===== config.mk =====
export PLATFORM = sky130hd
export DESIGN_NAME = bcu_branch_unit
export DESIGN_NICKNAME = d
export VERILOG_FILES = /design/src/hw/bcu_pkg.sv /design/src/hw/bcu_branch_unit.sv
export SDC_FILE = /design/constraint.sdc
export NUM_CORES = 1
export LEC_CHECK = 0
export BUFFER_PORTS_ARGS = -buffer_cell sky130_fd_sc_hd__buf_2
export CAP_MARGIN = 20
export CORE_MARGIN = 4
export CORE_UTILIZATION = 45
export DETAILED_ROUTE_END_ITERATION = 12
export GPL_TIMING_DRIVEN = 1
export PLACE_DENSITY_LB_ADDON = 0.12
export REMOVE_ABC_BUFFERS = 1
export SYNTH_ARGS = -nofsm -noshare
export SYNTH_HDL_FRONTEND = slang
export SYNTH_SLANG_ARGS = --single-unit

===== constraint.sdc =====
create_clock -name pclk -period 5 [get_ports pclk]
set_input_delay 1 -clock pclk [delete_from_list [all_inputs] [get_ports pclk]]
set_output_delay 1 -clock pclk [all_outputs]
set_load 0.01 [all_outputs]

===== src/hw/bcu_pkg.sv =====
// Purpose: constants, register map and carrier types of the branch condition unit
// Assumes: 32-bit APB with byte strobes, one aligned word per register
// Notes: flag word layout follows the core's status word bit positions
package bcu_pkg;

   // ****************************************************************
   // register map (byte addresses)
   // ****************************************************************
   localparam int BCU_AW = 12;
   localparam logic [11:0] BCU_OFS_CTRL = 12'h000;
   localparam logic [11:0] BCU_OFS_FLAGS = 12'h004;
   localparam logic [11:0] BCU_OFS_COUNT = 12'h008;
   localparam logic [11:0] BCU_OFS_IP = 12'h00C;
   localparam logic [11:0] BCU_OFS_CS = 12'h010;
   localparam logic [11:0] BCU_OFS_OPERAND = 12'h014;
   localparam logic [11:0] BCU_OFS_FARSEG = 12'h018;
   localparam logic [11:0] BCU_OFS_ILEN = 12'h01C;
   localparam logic [11:0] BCU_OFS_STATUS = 12'h020;

   // ****************************************************************
   // field positions
   // ****************************************************************
   localparam int BCU_CTRL_GO = 0;
   localparam int BCU_CTRL_COND_LSB = 4;
   localparam int BCU_CTRL_FORM_LSB = 8;
   localparam int BCU_ST_TAKEN = 0;
   localparam int BCU_ST_SEGLOAD = 1;
   localparam int BCU_ST_EXECUTED = 2;

   localparam int BCU_FLG_CARRY = 0;
   localparam int BCU_FLG_PARITY = 2;
   localparam int BCU_FLG_AUX = 4;
   localparam int BCU_FLG_ZERO = 6;
   localparam int BCU_FLG_SIGN = 7;
   localparam int BCU_FLG_TRAP = 8;
   localparam int BCU_FLG_INTEN = 9;
   localparam int BCU_FLG_DIR = 10;
   localparam int BCU_FLG_OVF = 11;
   localparam logic [15:0] BCU_FLAGS_MASK = 16'h0FD5;

   // ****************************************************************
   // reset values
   // ****************************************************************
   localparam logic [15:0] BCU_RST_WORD = 16'h0000;
   localparam logic [3:0] BCU_RST_ILEN = 4'h2;
   localparam logic [15:0] BCU_COUNT_EMPTY_VAL = 16'h0000;

   // jump kinds; synonyms share one code
   typedef enum logic [3:0] {
      BCU_JUMP_IF_COUNT_EMPTY = 4'h0,
      BCU_JUMP_IF_EQUAL = 4'h1,
      BCU_JUMP_IF_GREATER = 4'h2,
      BCU_JUMP_GREATER_OR_EQUAL = 4'h3,
      BCU_JUMP_IF_LESS = 4'h4,
      BCU_JUMP_LESS_OR_EQUAL = 4'h5,
      BCU_JUMP_WITHOUT_CARRY = 4'h6,
      BCU_JUMP_IF_UNEQUAL = 4'h7,
      BCU_JUMP_WITHOUT_OVERFLOW = 4'h8,
      BCU_JUMP_IF_POSITIVE = 4'h9,
      BCU_JUMP_PARITY_ODD = 4'hA,
      BCU_JUMP_ALWAYS = 4'hB
   } bcu_cond_t;

   // target forms of the unconditional jump
   typedef enum logic [2:0] {
      BCU_FORM_SHORT = 3'h0,
      BCU_FORM_NEAR = 3'h1,
      BCU_FORM_FAR = 3'h2,
      BCU_FORM_MEMPTR_NEAR = 3'h3,
      BCU_FORM_MEMPTR_FAR = 3'h4,
      BCU_FORM_REGPTR = 3'h5
   } bcu_form_t;

   typedef struct packed {
      logic [11:0] paddr;
      logic psel;
      logic penable;
      logic pwrite;
      logic [31:0] pwdata;
      logic [3:0] pstrb;
   } bcu_apb_req_t;

   typedef struct packed {
      logic [31:0] prdata;
      logic pready;
      logic pslverr;
   } bcu_apb_rsp_t;

   typedef struct packed {
      logic [15:0] flags;
      logic [15:0] count;
      logic [15:0] ip;
      logic [15:0] cs;
      logic [15:0] operand;
      logic [15:0] far_seg;
      logic [3:0] ilen;
      logic [3:0] cond;
      logic [2:0] form;
      logic taken;
      logic seg_load;
      logic executed;
      logic done;
      logic [31:0] rdata;
      logic slverr;
   } bcu_state_t;

endpackage : bcu_pkg


===== src/hw/bcu_branch_unit.sv =====
// Purpose: decide short conditional and unconditional jumps and form the next ip and cs
// Assumes: APB master obeys setup/access order; one jump per write of the go bit
// Notes: flags and count are only ever written by software, never by a jump
//
// What this block does
// - count-empty jump is taken only when the 16-bit count equals zero.
// - equal and result-null jumps are taken exactly when zero flag is one.
// - greater jump taken when sign equals overflow and zero flag clear.
// - greater-or-equal jump taken when sign equals overflow, zero ignored.
// - less jump taken when sign differs from overflow.
// - less-or-equal jump taken when sign differs from overflow or zero set.
// - unconditional jump always taken; far targets load cs and ip.
// - unconditional jump takes short, near, far, memory and register targets.
// - no-carry jump taken exactly when carry flag is clear.
// - unequal and nonnull jumps taken exactly when zero flag is clear.
// - no-overflow jump taken exactly when overflow flag is clear.
// - positive jump taken exactly when sign flag is clear.
// - parity-odd and no-parity jumps taken exactly when parity flag clear.
// - taken short jump adds sign-extended 8-bit displacement to ip plus ilen.
// - no jump changes any of the nine flags.
//
// The placing of the registers and the APB slave port are this design's own decisions.
`timescale 1ns/1ps
module bcu_branch_unit
   import bcu_pkg::*;
(
   input wire logic pclk,
   input wire logic presetn,
   input wire bcu_apb_req_t apb_req,
   output bcu_apb_rsp_t apb_rsp,
   output logic [15:0] next_ip,
   output logic [15:0] next_cs,
   output logic branch_taken,
   output logic jump_done
);

   bcu_state_t s_q;
   bcu_state_t s_d;

   // ****************************************************************
   // helpers
   // ****************************************************************
   function automatic logic [15:0] merge16(input logic [15:0] old_v, input logic [31:0] wd,
                                           input logic [3:0] strb);
      logic [15:0] r;
      r = old_v;
      for (int b = 0; b < 2; b++) begin
         if (strb[b]) begin
            r[b*8 +: 8] = wd[b*8 +: 8];
         end
      end
      return r;
   endfunction : merge16

   function automatic logic cond_true(input logic [3:0] cond, input logic [15:0] fl,
                                      input logic [15:0] cnt);
      logic zf;
      logic sf;
      logic of;
      logic cf;
      logic pf;
      logic r;
      zf = fl[BCU_FLG_ZERO];
      sf = fl[BCU_FLG_SIGN];
      of = fl[BCU_FLG_OVF];
      cf = fl[BCU_FLG_CARRY];
      pf = fl[BCU_FLG_PARITY];
      case (cond)
         BCU_JUMP_IF_COUNT_EMPTY: r = (cnt == BCU_COUNT_EMPTY_VAL);
         BCU_JUMP_IF_EQUAL: r = zf;
         BCU_JUMP_IF_GREATER: r = (sf == of) && !zf;
         BCU_JUMP_GREATER_OR_EQUAL: r = (sf == of);
         BCU_JUMP_IF_LESS: r = (sf != of);
         BCU_JUMP_LESS_OR_EQUAL: r = (sf != of) || zf;
         BCU_JUMP_WITHOUT_CARRY: r = !cf;
         BCU_JUMP_IF_UNEQUAL: r = !zf;
         BCU_JUMP_WITHOUT_OVERFLOW: r = !of;
         BCU_JUMP_IF_POSITIVE: r = !sf;
         BCU_JUMP_PARITY_ODD: r = !pf;
         BCU_JUMP_ALWAYS: r = 1'b1;
         default: r = 1'b0;
      endcase
      return r;
   endfunction : cond_true

   // ****************************************************************
   // bus decode and jump execution
   // ****************************************************************
   logic setup_ph;
   logic wr_acc;
   logic go;
   logic [3:0] go_cond;
   logic [2:0] go_form;
   logic [15:0] seq_ip;
   logic [15:0] short_tgt;
   logic [15:0] near_tgt;
   logic go_taken;
   logic [31:0] ctrl_word;

   assign setup_ph = apb_req.psel && !apb_req.penable;
   assign wr_acc = apb_req.psel && apb_req.penable && apb_req.pwrite;
   assign go = wr_acc && (apb_req.paddr == BCU_OFS_CTRL) && apb_req.pstrb[0]
               && apb_req.pwdata[BCU_CTRL_GO];
   // kind comes from the write that fires the jump; form does too when pstrb[1] is set, else the stored form is used
   assign go_cond = apb_req.pstrb[0] ? apb_req.pwdata[BCU_CTRL_COND_LSB +: 4] : s_q.cond;
   assign go_form = apb_req.pstrb[1] ? apb_req.pwdata[BCU_CTRL_FORM_LSB +: 3] : s_q.form;
   // ip advanced past the jump is both the fall-through and the relative base
   assign seq_ip = s_q.ip + {12'h000, s_q.ilen};
   assign short_tgt = seq_ip + {{8{s_q.operand[7]}}, s_q.operand[7:0]};
   assign near_tgt = seq_ip + s_q.operand;
   assign go_taken = cond_true(go_cond, s_q.flags, s_q.count);
   assign ctrl_word = {21'h0, s_q.form, s_q.cond, 4'h0};

   always_comb begin
      s_d = s_q;
      s_d.done = 1'b0;

      // read data is captured in the setup cycle so that it leaves a flop
      if (setup_ph) begin
         s_d.rdata = 32'h00000000;
         s_d.slverr = 1'b0;
         if (apb_req.paddr == BCU_OFS_CTRL) begin
            s_d.rdata = ctrl_word;
         end else if (apb_req.paddr == BCU_OFS_FLAGS) begin
            s_d.rdata = {16'h0000, s_q.flags};
         end else if (apb_req.paddr == BCU_OFS_COUNT) begin
            s_d.rdata = {16'h0000, s_q.count};
         end else if (apb_req.paddr == BCU_OFS_IP) begin
            s_d.rdata = {16'h0000, s_q.ip};
         end else if (apb_req.paddr == BCU_OFS_CS) begin
            s_d.rdata = {16'h0000, s_q.cs};
         end else if (apb_req.paddr == BCU_OFS_OPERAND) begin
            s_d.rdata = {16'h0000, s_q.operand};
         end else if (apb_req.paddr == BCU_OFS_FARSEG) begin
            s_d.rdata = {16'h0000, s_q.far_seg};
         end else if (apb_req.paddr == BCU_OFS_ILEN) begin
            s_d.rdata = {28'h0, s_q.ilen};
         end else if (apb_req.paddr == BCU_OFS_STATUS) begin
            s_d.rdata = {29'h0, s_q.executed, s_q.seg_load, s_q.taken};
         end else begin
            s_d.slverr = 1'b1;
         end
      end

      if (wr_acc) begin
         if (apb_req.paddr == BCU_OFS_CTRL) begin
            s_d.cond = go_cond;
            s_d.form = go_form;
         end else if (apb_req.paddr == BCU_OFS_FLAGS) begin
            s_d.flags = merge16(s_q.flags, apb_req.pwdata, apb_req.pstrb) & BCU_FLAGS_MASK;
         end else if (apb_req.paddr == BCU_OFS_COUNT) begin
            s_d.count = merge16(s_q.count, apb_req.pwdata, apb_req.pstrb);
         end else if (apb_req.paddr == BCU_OFS_IP) begin
            s_d.ip = merge16(s_q.ip, apb_req.pwdata, apb_req.pstrb);
         end else if (apb_req.paddr == BCU_OFS_CS) begin
            s_d.cs = merge16(s_q.cs, apb_req.pwdata, apb_req.pstrb);
         end else if (apb_req.paddr == BCU_OFS_OPERAND) begin
            s_d.operand = merge16(s_q.operand, apb_req.pwdata, apb_req.pstrb);
         end else if (apb_req.paddr == BCU_OFS_FARSEG) begin
            s_d.far_seg = merge16(s_q.far_seg, apb_req.pwdata, apb_req.pstrb);
         end else if (apb_req.paddr == BCU_OFS_ILEN) begin
            if (apb_req.pstrb[0]) begin
               s_d.ilen = apb_req.pwdata[3:0];
            end
         end
      end

      // flags and count are left alone here on purpose
      if (go) begin
         s_d.executed = 1'b1;
         s_d.done = 1'b1;
         s_d.taken = go_taken;
         s_d.seg_load = 1'b0;
         s_d.ip = seq_ip;
         if (go_cond == BCU_JUMP_ALWAYS) begin
            case (go_form)
               BCU_FORM_SHORT: s_d.ip = short_tgt;
               BCU_FORM_NEAR: s_d.ip = near_tgt;
               BCU_FORM_FAR, BCU_FORM_MEMPTR_FAR: begin
                  s_d.ip = s_q.operand;
                  s_d.cs = s_q.far_seg;
                  s_d.seg_load = 1'b1;
               end
               BCU_FORM_MEMPTR_NEAR, BCU_FORM_REGPTR: s_d.ip = s_q.operand;
               default: s_d.ip = short_tgt;
            endcase
         end else if (go_taken) begin
            s_d.ip = short_tgt;
         end
      end
   end

   always_ff @(posedge pclk or negedge presetn) begin
      if (!presetn) begin
         s_q <= '{flags: BCU_RST_WORD, count: BCU_RST_WORD, ip: BCU_RST_WORD, cs: BCU_RST_WORD,
                  operand: BCU_RST_WORD, far_seg: BCU_RST_WORD, ilen: BCU_RST_ILEN,
                  cond: 4'h0, form: 3'h0, taken: 1'b0, seg_load: 1'b0, executed: 1'b0,
                  done: 1'b0, rdata: 32'h00000000, slverr: 1'b0};
      end else begin
         s_q <= s_d;
      end
   end

   // ****************************************************************
   // outputs
   // ****************************************************************
   // zero wait states: every access phase completes at once
   assign apb_rsp.pready = 1'b1;
   assign apb_rsp.prdata = s_q.rdata;
   assign apb_rsp.pslverr = s_q.slverr && apb_req.psel && apb_req.penable;
   assign next_ip = s_q.ip;
   assign next_cs = s_q.cs;
   assign branch_taken = s_q.taken;
   assign jump_done = s_q.done;

endmodule : bcu_branch_unit


### Word level (Yosys, flattened, before mapping)

Index checks and enable logic that the tools add are counted.

| storage, ports and cells | value |
|---|---|
| register bits | 137 |
| output and inout bits | 68 |

| operators by class | value |
|---|---|
| add/sub/neg operators | 3 |
| eq/ne operators | 29 |
| muxes and demuxes | 53 |
| bitwise gates (word level) | 7 |
| reductions and logical operators | 37 |

Operator list:

| operator | count |
|---|---|
| 16-bit 2-to-1 mux | 14 |
| 68-bit 2-to-1 mux | 3 |
| 75-bit 2-to-1 mux | 1 |
| 32-bit 2-to-1 mux | 2 |
| 8-bit 2-to-1 mux | 8 |
| 52-bit 2-to-1 mux | 1 |
| 12-bit by 5-bit == test with 1-bit output (second input constant) | 4 |
| 36-bit 2-to-1 mux | 1 |
| 16-bit adder | 2 |
| 16-bit one-hot mux with 2 select lines | 1 |
| 12-bit by 4-bit == test with 1-bit output (second input constant) | 2 |
| 20-bit 2-to-1 mux | 1 |
| 4-bit 2-to-1 mux | 5 |
| 9-bit AND reduction | 2 |
| 16-bit by 4-bit adder with 16-bit output | 1 |
| 4-bit by 3-bit == test with 1-bit output (second input constant) | 4 |
| 4-bit == test (second input constant) | 4 |
| 16-bit zero test | 1 |
| 8-bit AND reduction | 2 |
| 12-bit by 3-bit == test with 1-bit output (second input constant) | 1 |
| 12-bit by 6-bit == test with 1-bit output (second input constant) | 1 |
| 12-bit zero test | 1 |
| 1-bit 2-to-1 mux | 12 |
| 1-bit one-hot mux with 12 select lines | 1 |
| other kinds (23) | 54 |

### Depth between registers and ports, before layout

Gate-level depths: netlist (run 1).

| logic depth | value |
|---|---|
| word-level depth | 13 |
| mapped depth | 18 |
| mapped depth without buffers | 18 |

### Least setup slack after synthesis (run 1)

OpenSTA, ideal clock, no wires.

| timing | value |
|---|---|
| path type | flip-flop to flip-flop |
| start point | register s_q, in the netlist next_ip[0] |
| end point | register s_q, in the netlist next_ip[14] |
| library setup time | 0.121 ns |
| arrival | 3.748 ns |
| required time | 4.879 ns |
| setup slack | 1.131 ns |
| stages on the path, launching flop included | 17 |
| path buffers | 0 |
| clock period less this slack | 3.869 ns |
| cell sequence | dfrtp_1 -> ha_1 -> fa_1 -> a21o_1 -> a21oi_1 -> nor2_1 -> xor2_1 -> ha_1 -> o21ai_0 -> nand2b_1 -> and3_1 -> a221oi_1 -> o21ai_0 -> a211oi_1 -> a2111oi_4 -> nor3_1 -> nor2_1 |

| on the way | value |
|---|---|
| cells in the longest elaborated chain, start to end | 5 |
| elaborated cells on any way between the ends | 7 |
| those cells by class | add/sub: 3; mux: 4 |

RTL lines:

| what | RTL line | RTL |
|---|---|---|
| start, declared | bcu_branch_unit.sv:37 | `bcu_state_t s_q;` |
| start signal, assigned | bcu_branch_unit.sv:195 | `s_q <= '{flags: BCU_RST_WORD, count: BCU_RST_WORD, ip: BCU_RST_WORD, cs: BCU_RST_WORD,` |
| 16-bit by 4-bit adder with 16-bit output * | bcu_branch_unit.sv:108 | `assign seq_ip = s_q.ip + {12'h000, s_q.ilen};` |
| 16-bit adder, on equally long branches | bcu_branch_unit.sv:109, bcu_branch_unit.sv:110 |  |
| 16-bit one-hot mux with 2 select lines or 16-bit 2-to-1 mux (tied branches) | bcu_branch_unit.sv:176, bcu_branch_unit.sv:187 |  |
| 16-bit 2-to-1 mux * | bcu_branch_unit.sv:175 | `if (go_cond == BCU_JUMP_ALWAYS) begin` |
| 32-bit 2-to-1 mux * | bcu_branch_unit.sv:169 | `if (go) begin` |

Every way passes the cells marked *; elsewhere a longest branch is shown, timed or not.
A chain may end at the register's enable or synchronous reset.

### Worst setup path in the final report (run 1)

| timing | value |
|---|---|
| start point | register s_q, in the netlist next_ip[0] |
| end point | register s_q, in the netlist next_ip[15] |

Same word-level chain as after synthesis.

==> summary.md, run 1 <==
| Metric | Value |
|---|---|
| Outcome | `finished, final reports clean` |
| Post-synth top flop | `dfrtp_1` |
| Ys Warns | `0` |
| Clock insertion delay at the later pin of the skew report | `0.43 ns` |
| VDD IR-drop max | `0.000231 V` |
| Cells after Synth | `909` |
| Nets | `1,026` |
| Post-CTS Setup Inserts | `0` |
| Final hold vios | `0` |
| Pwr dens | `269 mW/mm^2` |
| DIE AREA | `0.0211 sq mm` |
| Top delay family on crit path | `compound AO/OA/AOI/OAI gates` |
| Cell taking the most area after synthesis | `dfrtp_1` |
| Design Power | `2520 uW` |
| Initial Util | `46.4%` |
| Final Setup Violations | `0` |
| Layout Area Growth over Synthesis | `10.7%` |
| Setup CP Type | `reg -> reg` |
| Die Y | `145 um` |
| Worst Setup Start Kind | `register` |
| Most common cell in the synthesized netlist | `dfrtp_1` |
| Number of clock sinks | `121` |
| CP bufs+invs | `1` |
| Crit Path Max Fanout | `4` |
| Ys async rst share | `100%` |
| Hold WS | `0.467 ns` |
| Period minus WS final | `4.40 ns` |
| Core Region | `0.0183 sq mm` |
| Final period util | `88.0%` |
| First-pass GRT wire length | `39,700 um` |
| Vias in the first global route | `6,816` |
| Hold Crit Class | `reg -> reg` |
| Clk root buf | `clkbuf_16` |
| WL/cell | `21.2 um` |
| Cell Area, Synth | `0.00848 sq mm` |
| Top-level port count | `121` |
| F_max | `227 MHz` |
| RSZ-0062 raised after global routing | `no` |
| GRT Util Overall | `23.8%` |
| Clk slew on worst S/H paths | `0.06 ns` |
| CTS Hold Bufs | `0` |
| Fraction of layout cells with a size suffix above 1 | `24.0%` |
| Final worst slack | `0.600 ns` |
| Initial antenna violation count | `0` |
| Post-Syn Area per Cell | `9.33 sq um` |
| Die width | `145 um` |
| Ant diodes | `0` |
| Pin count of the biggest net entering global routing | `47` |
| Place WS | `0.616 ns` |
| Yosys cell types | `75` |
| Worst slew pin tran | `0.960 ns` |
| Seq/Total Area, Yosys | `35.7%` |
| CP Data Arrival Time | `4.72 ns` |
| Post-cts resize count | `0` |
| CTS Buffer Depth | `2` |
| H-tree depth | `4` |
| Antenna viol nets, final | `0` |
| Final HPWL DP | `18,800 um` |
| Initial DRC Count | `620` |
| Detailed-route via count | `7,058` |
| Drt pass-1 iters | `8` |
| Relative slew slack | `35.9%` |
| Placer Congestion | `0.922` |
| Crit. End Element | `register` |
| CP cell instances | `ha_1 -> fa_1 -> a21o_1 -> a21oi_1 -> nor2_1 -> nand3_1 -> xor2_1 -> inv_1 -> ha_1 -> a21oi_1 -> nand2_1 -> nor3_1 -> o21ai_0 -> a31oi_1 -> xnor2_1 -> a221oi_1 -> o21ai_1 -> a31o_2` |
| Final Skew | `0.00793 ns` |
| Yosys top cell area share | `35.4%` |
| Num CTS Buffers | `17` |
| Vias per cell | `5.95` |
| Num rows | `49` |
| Fin Setup TNS | `0 ns` |
| Post-synth EDFFs | `0` |
| DRC viols | `0` |
| Grt ovf | `0` |
| CP max stage delay | `0.44 ns` |
| Critical Path RT | `5.32 ns` |
| I/O Buffers | `85` |
| Leading post-synthesis cells by cell area | `dfrtp_1 35%, mux2_2 8.6%, buf_4 6.0%` |
| Leak pwr | `0.00454 uW` |
| Yosys reg bits | `121` |
| Crit path max-delay cell type | `dfrtp_1` |
| CTS tree | `built` |
| Top post-synthesis cells by count | `120 x dfrtp_1, 95 x nand2_1, 68 x buf_4` |
| WL final | `25,100 um` |
| Slew Viols, Final | `0` |
| Max_cap viols | `0` |
-- through the flow --
stage / cells / cell area (sq um) / utilization, %
floorplan: 821 / 7860 / -
global placement: 1154 / 8730 / 47.8
detailed placement: 1154 / 8730 / 47.8
CTS: 1186 / 9390 / 51.4
global route: 1186 / 9390 / 51.4
finish: 1186 / 9390 / 51.4
-- layer usage --
layer  share of wire (%)  vias to the layer above  routed length (um)  track usage [%]
met4                 1.6                        0                 393             7.08
met2                  46                      254               11600             37.5
met5                   0                        -                   0                0
met3                 5.3                       33                1340             3.09
met1                  47                     3438               11800             34.4
li1                    -                     3333                   -                -
-- worst register-to-register path, delay by kind of cell (launching register included) --
family	cells	cell delay, ns
AND/OR/NAND/NOR	4	0.54
adder cells (fa/ha/maj)	3	1.03
buffers and inverters	1	0.08
flip-flops	1	0.44
AO/OA/AOI/OAI	8	1.86
XOR/XNOR	2	0.31
-- registers in the layout, indices dropped and copies added, names as in the netlist --
name,flops
s_q,64
branch_taken,1
apb_rsp,16
next_cs,16
next_ip,16
jump_done,1
ctrl_word,7
-- layout make-up --
cell class / instances / area (sq um)
fill: 1742 / 8880
clock inverter: 11 / 193
clock buffer: 21 / 470
tap: 229 / 287
inverter: 16 / 60.1
sequential: 121 / 3030
multi-input combinational: 684 / 4780
timing repair buffer: 104 / 571
-- logic make-up after synthesis --
family / share of synthesized area (%)
AO/OA/AOI/OAI: 17.1
XOR/XNOR: 3.61
adder cells (fa/ha/maj): 4.45
buffers and inverters: 8.70
flip-flops: 35.7
multiplexers: 12.6
other: 0.0885
AND/OR/NAND/NOR: 17.7
-- placed cells by master (no fill, tap or decap), types with 14 or more instances in the layout --
master and instances:
dfrtp_1 120, xor2_1 17, nand3_1 31, clkbuf_16 17, a31oi_1 14, buf_4 20, o21ai_0 40, and3_1 15
nor2_1 61, ha_1 27, xnor2_1 18, inv_1 15, mux2i_1 26, mux2_2 65, conb_1 17, nand2_1 95
nand2b_1 14, a21oi_1 55, buf_2 84
-- power by group --
group,total [uW],internal [uW],switching (uW),leakage (uW)
Sequential,990,986,3.96,0.00166
Combinational,146,38.5,107,0.00257
Clock,1390,923,464,0.000319
-- worst paths after layout --
| kind | slack (ns) | depth (start not counted) | from | endpoint |
|---|---|---|---|---|
| max in group asynchronous | 3.49 | 2 | presetn | next_ip[14] |
| min in group asynchronous | 0.53 | 1 | presetn | s_q[65] |
| worst max register to register | 0.60 | 18 | next_ip[0] | next_ip[15] |
| worst min register to register | 0.47 | 1 | s_q[34] | s_q[34] |
| worst min-delay path | 0.47 | 1 | s_q[34] | s_q[34] |
| worst max-delay path | 0.60 | 18 | next_ip[0] | next_ip[15] |
No activity file was read; power rests on OpenSTA's default activity.
==> run 2, diff against run 1 <==
--- a/config.mk
+++ b/config.mk
@@ -7,6 +7,7 @@
 export LEC_CHECK = 0
 export BUFFER_PORTS_ARGS = -buffer_cell sky130_fd_sc_hd__buf_2
 export CAP_MARGIN = 20
+export CORE_ASPECT_RATIO = 1.4
 export CORE_MARGIN = 4
 export CORE_UTILIZATION = 45
 export DETAILED_ROUTE_END_ITERATION = 12
==> run 2 against run 1 <==
Largest cell class unchanged. Largest power group unchanged. Critical path type unchanged. Critical path depth stayed put. Core utilization is 0.81 points lower. Via count is 1.6% higher. Wire length is 3.9% higher. Flip-flop and latch count stayed put. Final cell count is 1.3% higher. Clock power is 8% lower. Power is 4.1% lower. Critical endpoint unchanged. Sequential power hardly changed. Setup slack better by 0.053 ns. Maximum frequency is 1.2% higher.
==> summary.md, run 2 (synthesis results as in run 1) <==
| Metric | Value |
|---|---|
| RSZ-0062 raised after global routing | `no` |
| Sw frac | `24.6% (+1.8 points)` |
| Combinational power share | `6.1% (+0.3 points)` |
| Worst Setup Start Kind | `register` |
| Post-cts resize count | `0 (unchanged)` |
| F_max | `230 MHz (+1.2%)` |
| Most used routing layer | `met2` |
| Relative slew slack | `35.5% (-0.35 points)` |
| Detailed-route via count | `7,169 (+1.6%)` |
| Final worst slack | `0.653 ns (+0.0532 ns)` |
| Crit. End Element | `register` |
| Flop pwr share | `40.9% (+1.7 points)` |
| Core Region | `0.0185 sq mm (+1.4%)` |
| Most frequent cells in the layout | `120 x dfrtp_1, 95 x nand2_1, 84 x buf_2, 65 x mux2_2, 61 x nor2_1` |
| Met1 usage | `31.4% (-3.0 points)` |
| Drt pass-1 iters | `6 (-2)` |
| Pwr dens | `258 mW/mm^2 (-3.9%)` |
| Grt ovf | `0 (unchanged)` |
| Grt met3 use | `3.86% (+0.77 points)` |
| Hold Crit Class | `reg -> reg` |
| Outcome | `finished, final reports clean` |
| VDD IR-drop max | `0.000237 V (+2.7%)` |
| Ant diodes | `0 (unchanged)` |
| DRC viols | `0 (unchanged)` |
| Vias in the first global route | `6,885 (+1.0%)` |
| Initial antenna violation count | `0 (unchanged)` |
| WL/cell | `21.7 um (+2.6%)` |
| Max_cap viols | `0 (unchanged)` |
| Design Power | `2420 uW (-4.1%)` |
| WL final | `26,100 um (+3.9%)` |
| Max FFs per register | `64 (unchanged)` |
| CP bufs+invs | `1 (unchanged)` |
| Power Internal | `1830 uW (-6.3%)` |
| Final hold vios | `0 (unchanged)` |
| Worst slew pin tran | `0.964 ns (+0.00452 ns)` |
| Leak pwr | `0.00452 uW (-0.57%)` |
| Vias per cell | `5.96 (+0.22%)` |
| Final HPWL DP | `19,400 um (+3.5%)` |
| Antenna viol nets, final | `0 (unchanged)` |
| Place WS | `0.607 ns (-0.00917 ns)` |
| Initial Util | `45.8% (-0.65 points)` |
| DIE AREA | `0.0211 sq mm (+0.15%)` |
| Share of total power in the clock network | `53.0% (-2.0 points)` |
| Number of clock sinks | `121 (unchanged)` |
| CTS Buffer Depth | `2 (unchanged)` |
| Pin count of the biggest net entering global routing | `65 (+38%)` |
| Nets | `1,028 (+0.19%)` |
| Crit path max-delay cell type | `dfrtp_1` |
| Slew Viols, Final | `0 (unchanged)` |
| Top delay family on crit path | `compound AO/OA/AOI/OAI gates` |
| I/O Buffers | `85 (unchanged)` |
| Fraction of layout cells with a size suffix above 1 | `24.2% (+0.18 points)` |
| Fin Setup TNS | `0 ns (unchanged)` |
| H-tree depth | `4 (unchanged)` |
| Crit Path Max Fanout | `4 (unchanged)` |
| CP max stage delay | `0.42 ns (-0.02 ns)` |
| Top-level port count | `121 (unchanged)` |
| Period minus WS final | `4.35 ns (-0.0532 ns)` |
| Placer Congestion | `0.900 (-2.4%)` |
| Commonest non-fill, non-tap cell in the layout | `dfrtp_1` |
| Layout Area Growth over Synthesis | `10.5%` |
| CP cell instances | `ha_1 -> fa_1 -> a21o_1 -> a21oi_1 -> nor2_1 -> nand3_1 -> xor2_1 -> inv_1 -> ha_1 -> a21oi_1 -> nand2_1 -> nor3_1 -> o21ai_0 -> a31oi_1 -> xnor2_1 -> a221oi_1 -> o21ai_1 -> a31o_2` |
| Final Skew | `0.00842 ns (+0.000485 ns)` |
| Initial DRC Count | `497 (-20%)` |
| First-pass GRT wire length | `39,900 um (+0.43%)` |
| Post-CTS Setup Inserts | `0 (unchanged)` |
| CTS Hold Bufs | `0 (unchanged)` |
| Die width | `124 um (-15%)` |
| Final Setup Violations | `0 (unchanged)` |
| Top reg by flops | `s_q` |
| Met2 Track Usage GR | `42.6% (+5.1 points)` |
| Layout fillers | `1,816 (+4.2%)` |
| Clk slew on worst S/H paths | `0.06 ns (about the same)` |
| Clk root buf | `clkbuf_16` |
| Critical Path RT | `5.31 ns (about the same)` |
| Setup CP Type | `reg -> reg` |
| GRT Util Overall | `25.2% (+1.4 points)` |
| Num CTS Buffers | `17 (unchanged)` |
| CTS tree | `built` |
| Hold WS | `0.468 ns (+0.00109 ns)` |
| Clock insertion delay at the later pin of the skew report | `0.43 ns (about the same)` |
| CP Data Arrival Time | `4.66 ns (-0.06 ns)` |
| Num rows | `59 (+20%)` |
| Switch Pwr | `594 uW (+3.3%)` |
| Final period util | `86.9% (-1.1 points)` |
| Die Y | `170 um (+17%)` |
## run 2: tightest hold or removal path, cell delays in order (launching register included)
cell	delay, ns
dfrtp_1	0.33
nand2_1	0.05
nand2_1	0.05
## run 2: power by group through the flow
stage                     clock network (uW)  logic [uW]  registers, uW
final                                   1280         148            989
after global routing                    1350         162            989
after CTS                               1300         148            989
after detailed placement                   0         148           1010
after global placement                     0         148           1010
after floorplan                            0        56.7           1010
## run 2: through the flow
stage | instances | instance area (sq um) | util [%]
global route | 1202 | 9380 | 50.6
global placement | 1171 | 8770 | 47.3
floorplan | 821 | 7860 | -
finish | 1202 | 9380 | 50.6
detailed placement | 1171 | 8770 | 47.3
CTS | 1202 | 9380 | 50.6
## run 2: layer usage
metal	wire length (um)	part of all wire, %
met5	0	0
met3	1210	4.6
met1	10700	41
met2	13100	50
met4	1010	3.9
## run 2: area by class of cell
cell class / instances / area, sq um / area share (%)
inverter: 16 / 60.1 / 0.641
timing repair buffer: 106 / 586 / 6.25
sequential: 121 / 3030 / 32.3
multi-input combinational: 684 / 4790 / 51.1
tap: 244 / 305 / 3.26
clock buffer: 19 / 443 / 4.72
clock inverter: 12 / 164 / 1.75
## run 2: worst paths after layout
check / depth (start not counted) / slack (ns) / endpoint / from
min in group asynchronous: 1 / 0.67 / s_q[64] / presetn
worst max-delay path: 18 / 0.65 / next_ip[15] / next_ip[0]
worst min register to register: 2 / 0.47 / s_q[35] / s_q[35]
max in group asynchronous: 2 / 3.33 / s_q[72] / presetn
worst max register to register: 18 / 0.65 / next_ip[15] / next_ip[0]
worst min-delay path: 2 / 0.47 / s_q[35] / s_q[35]
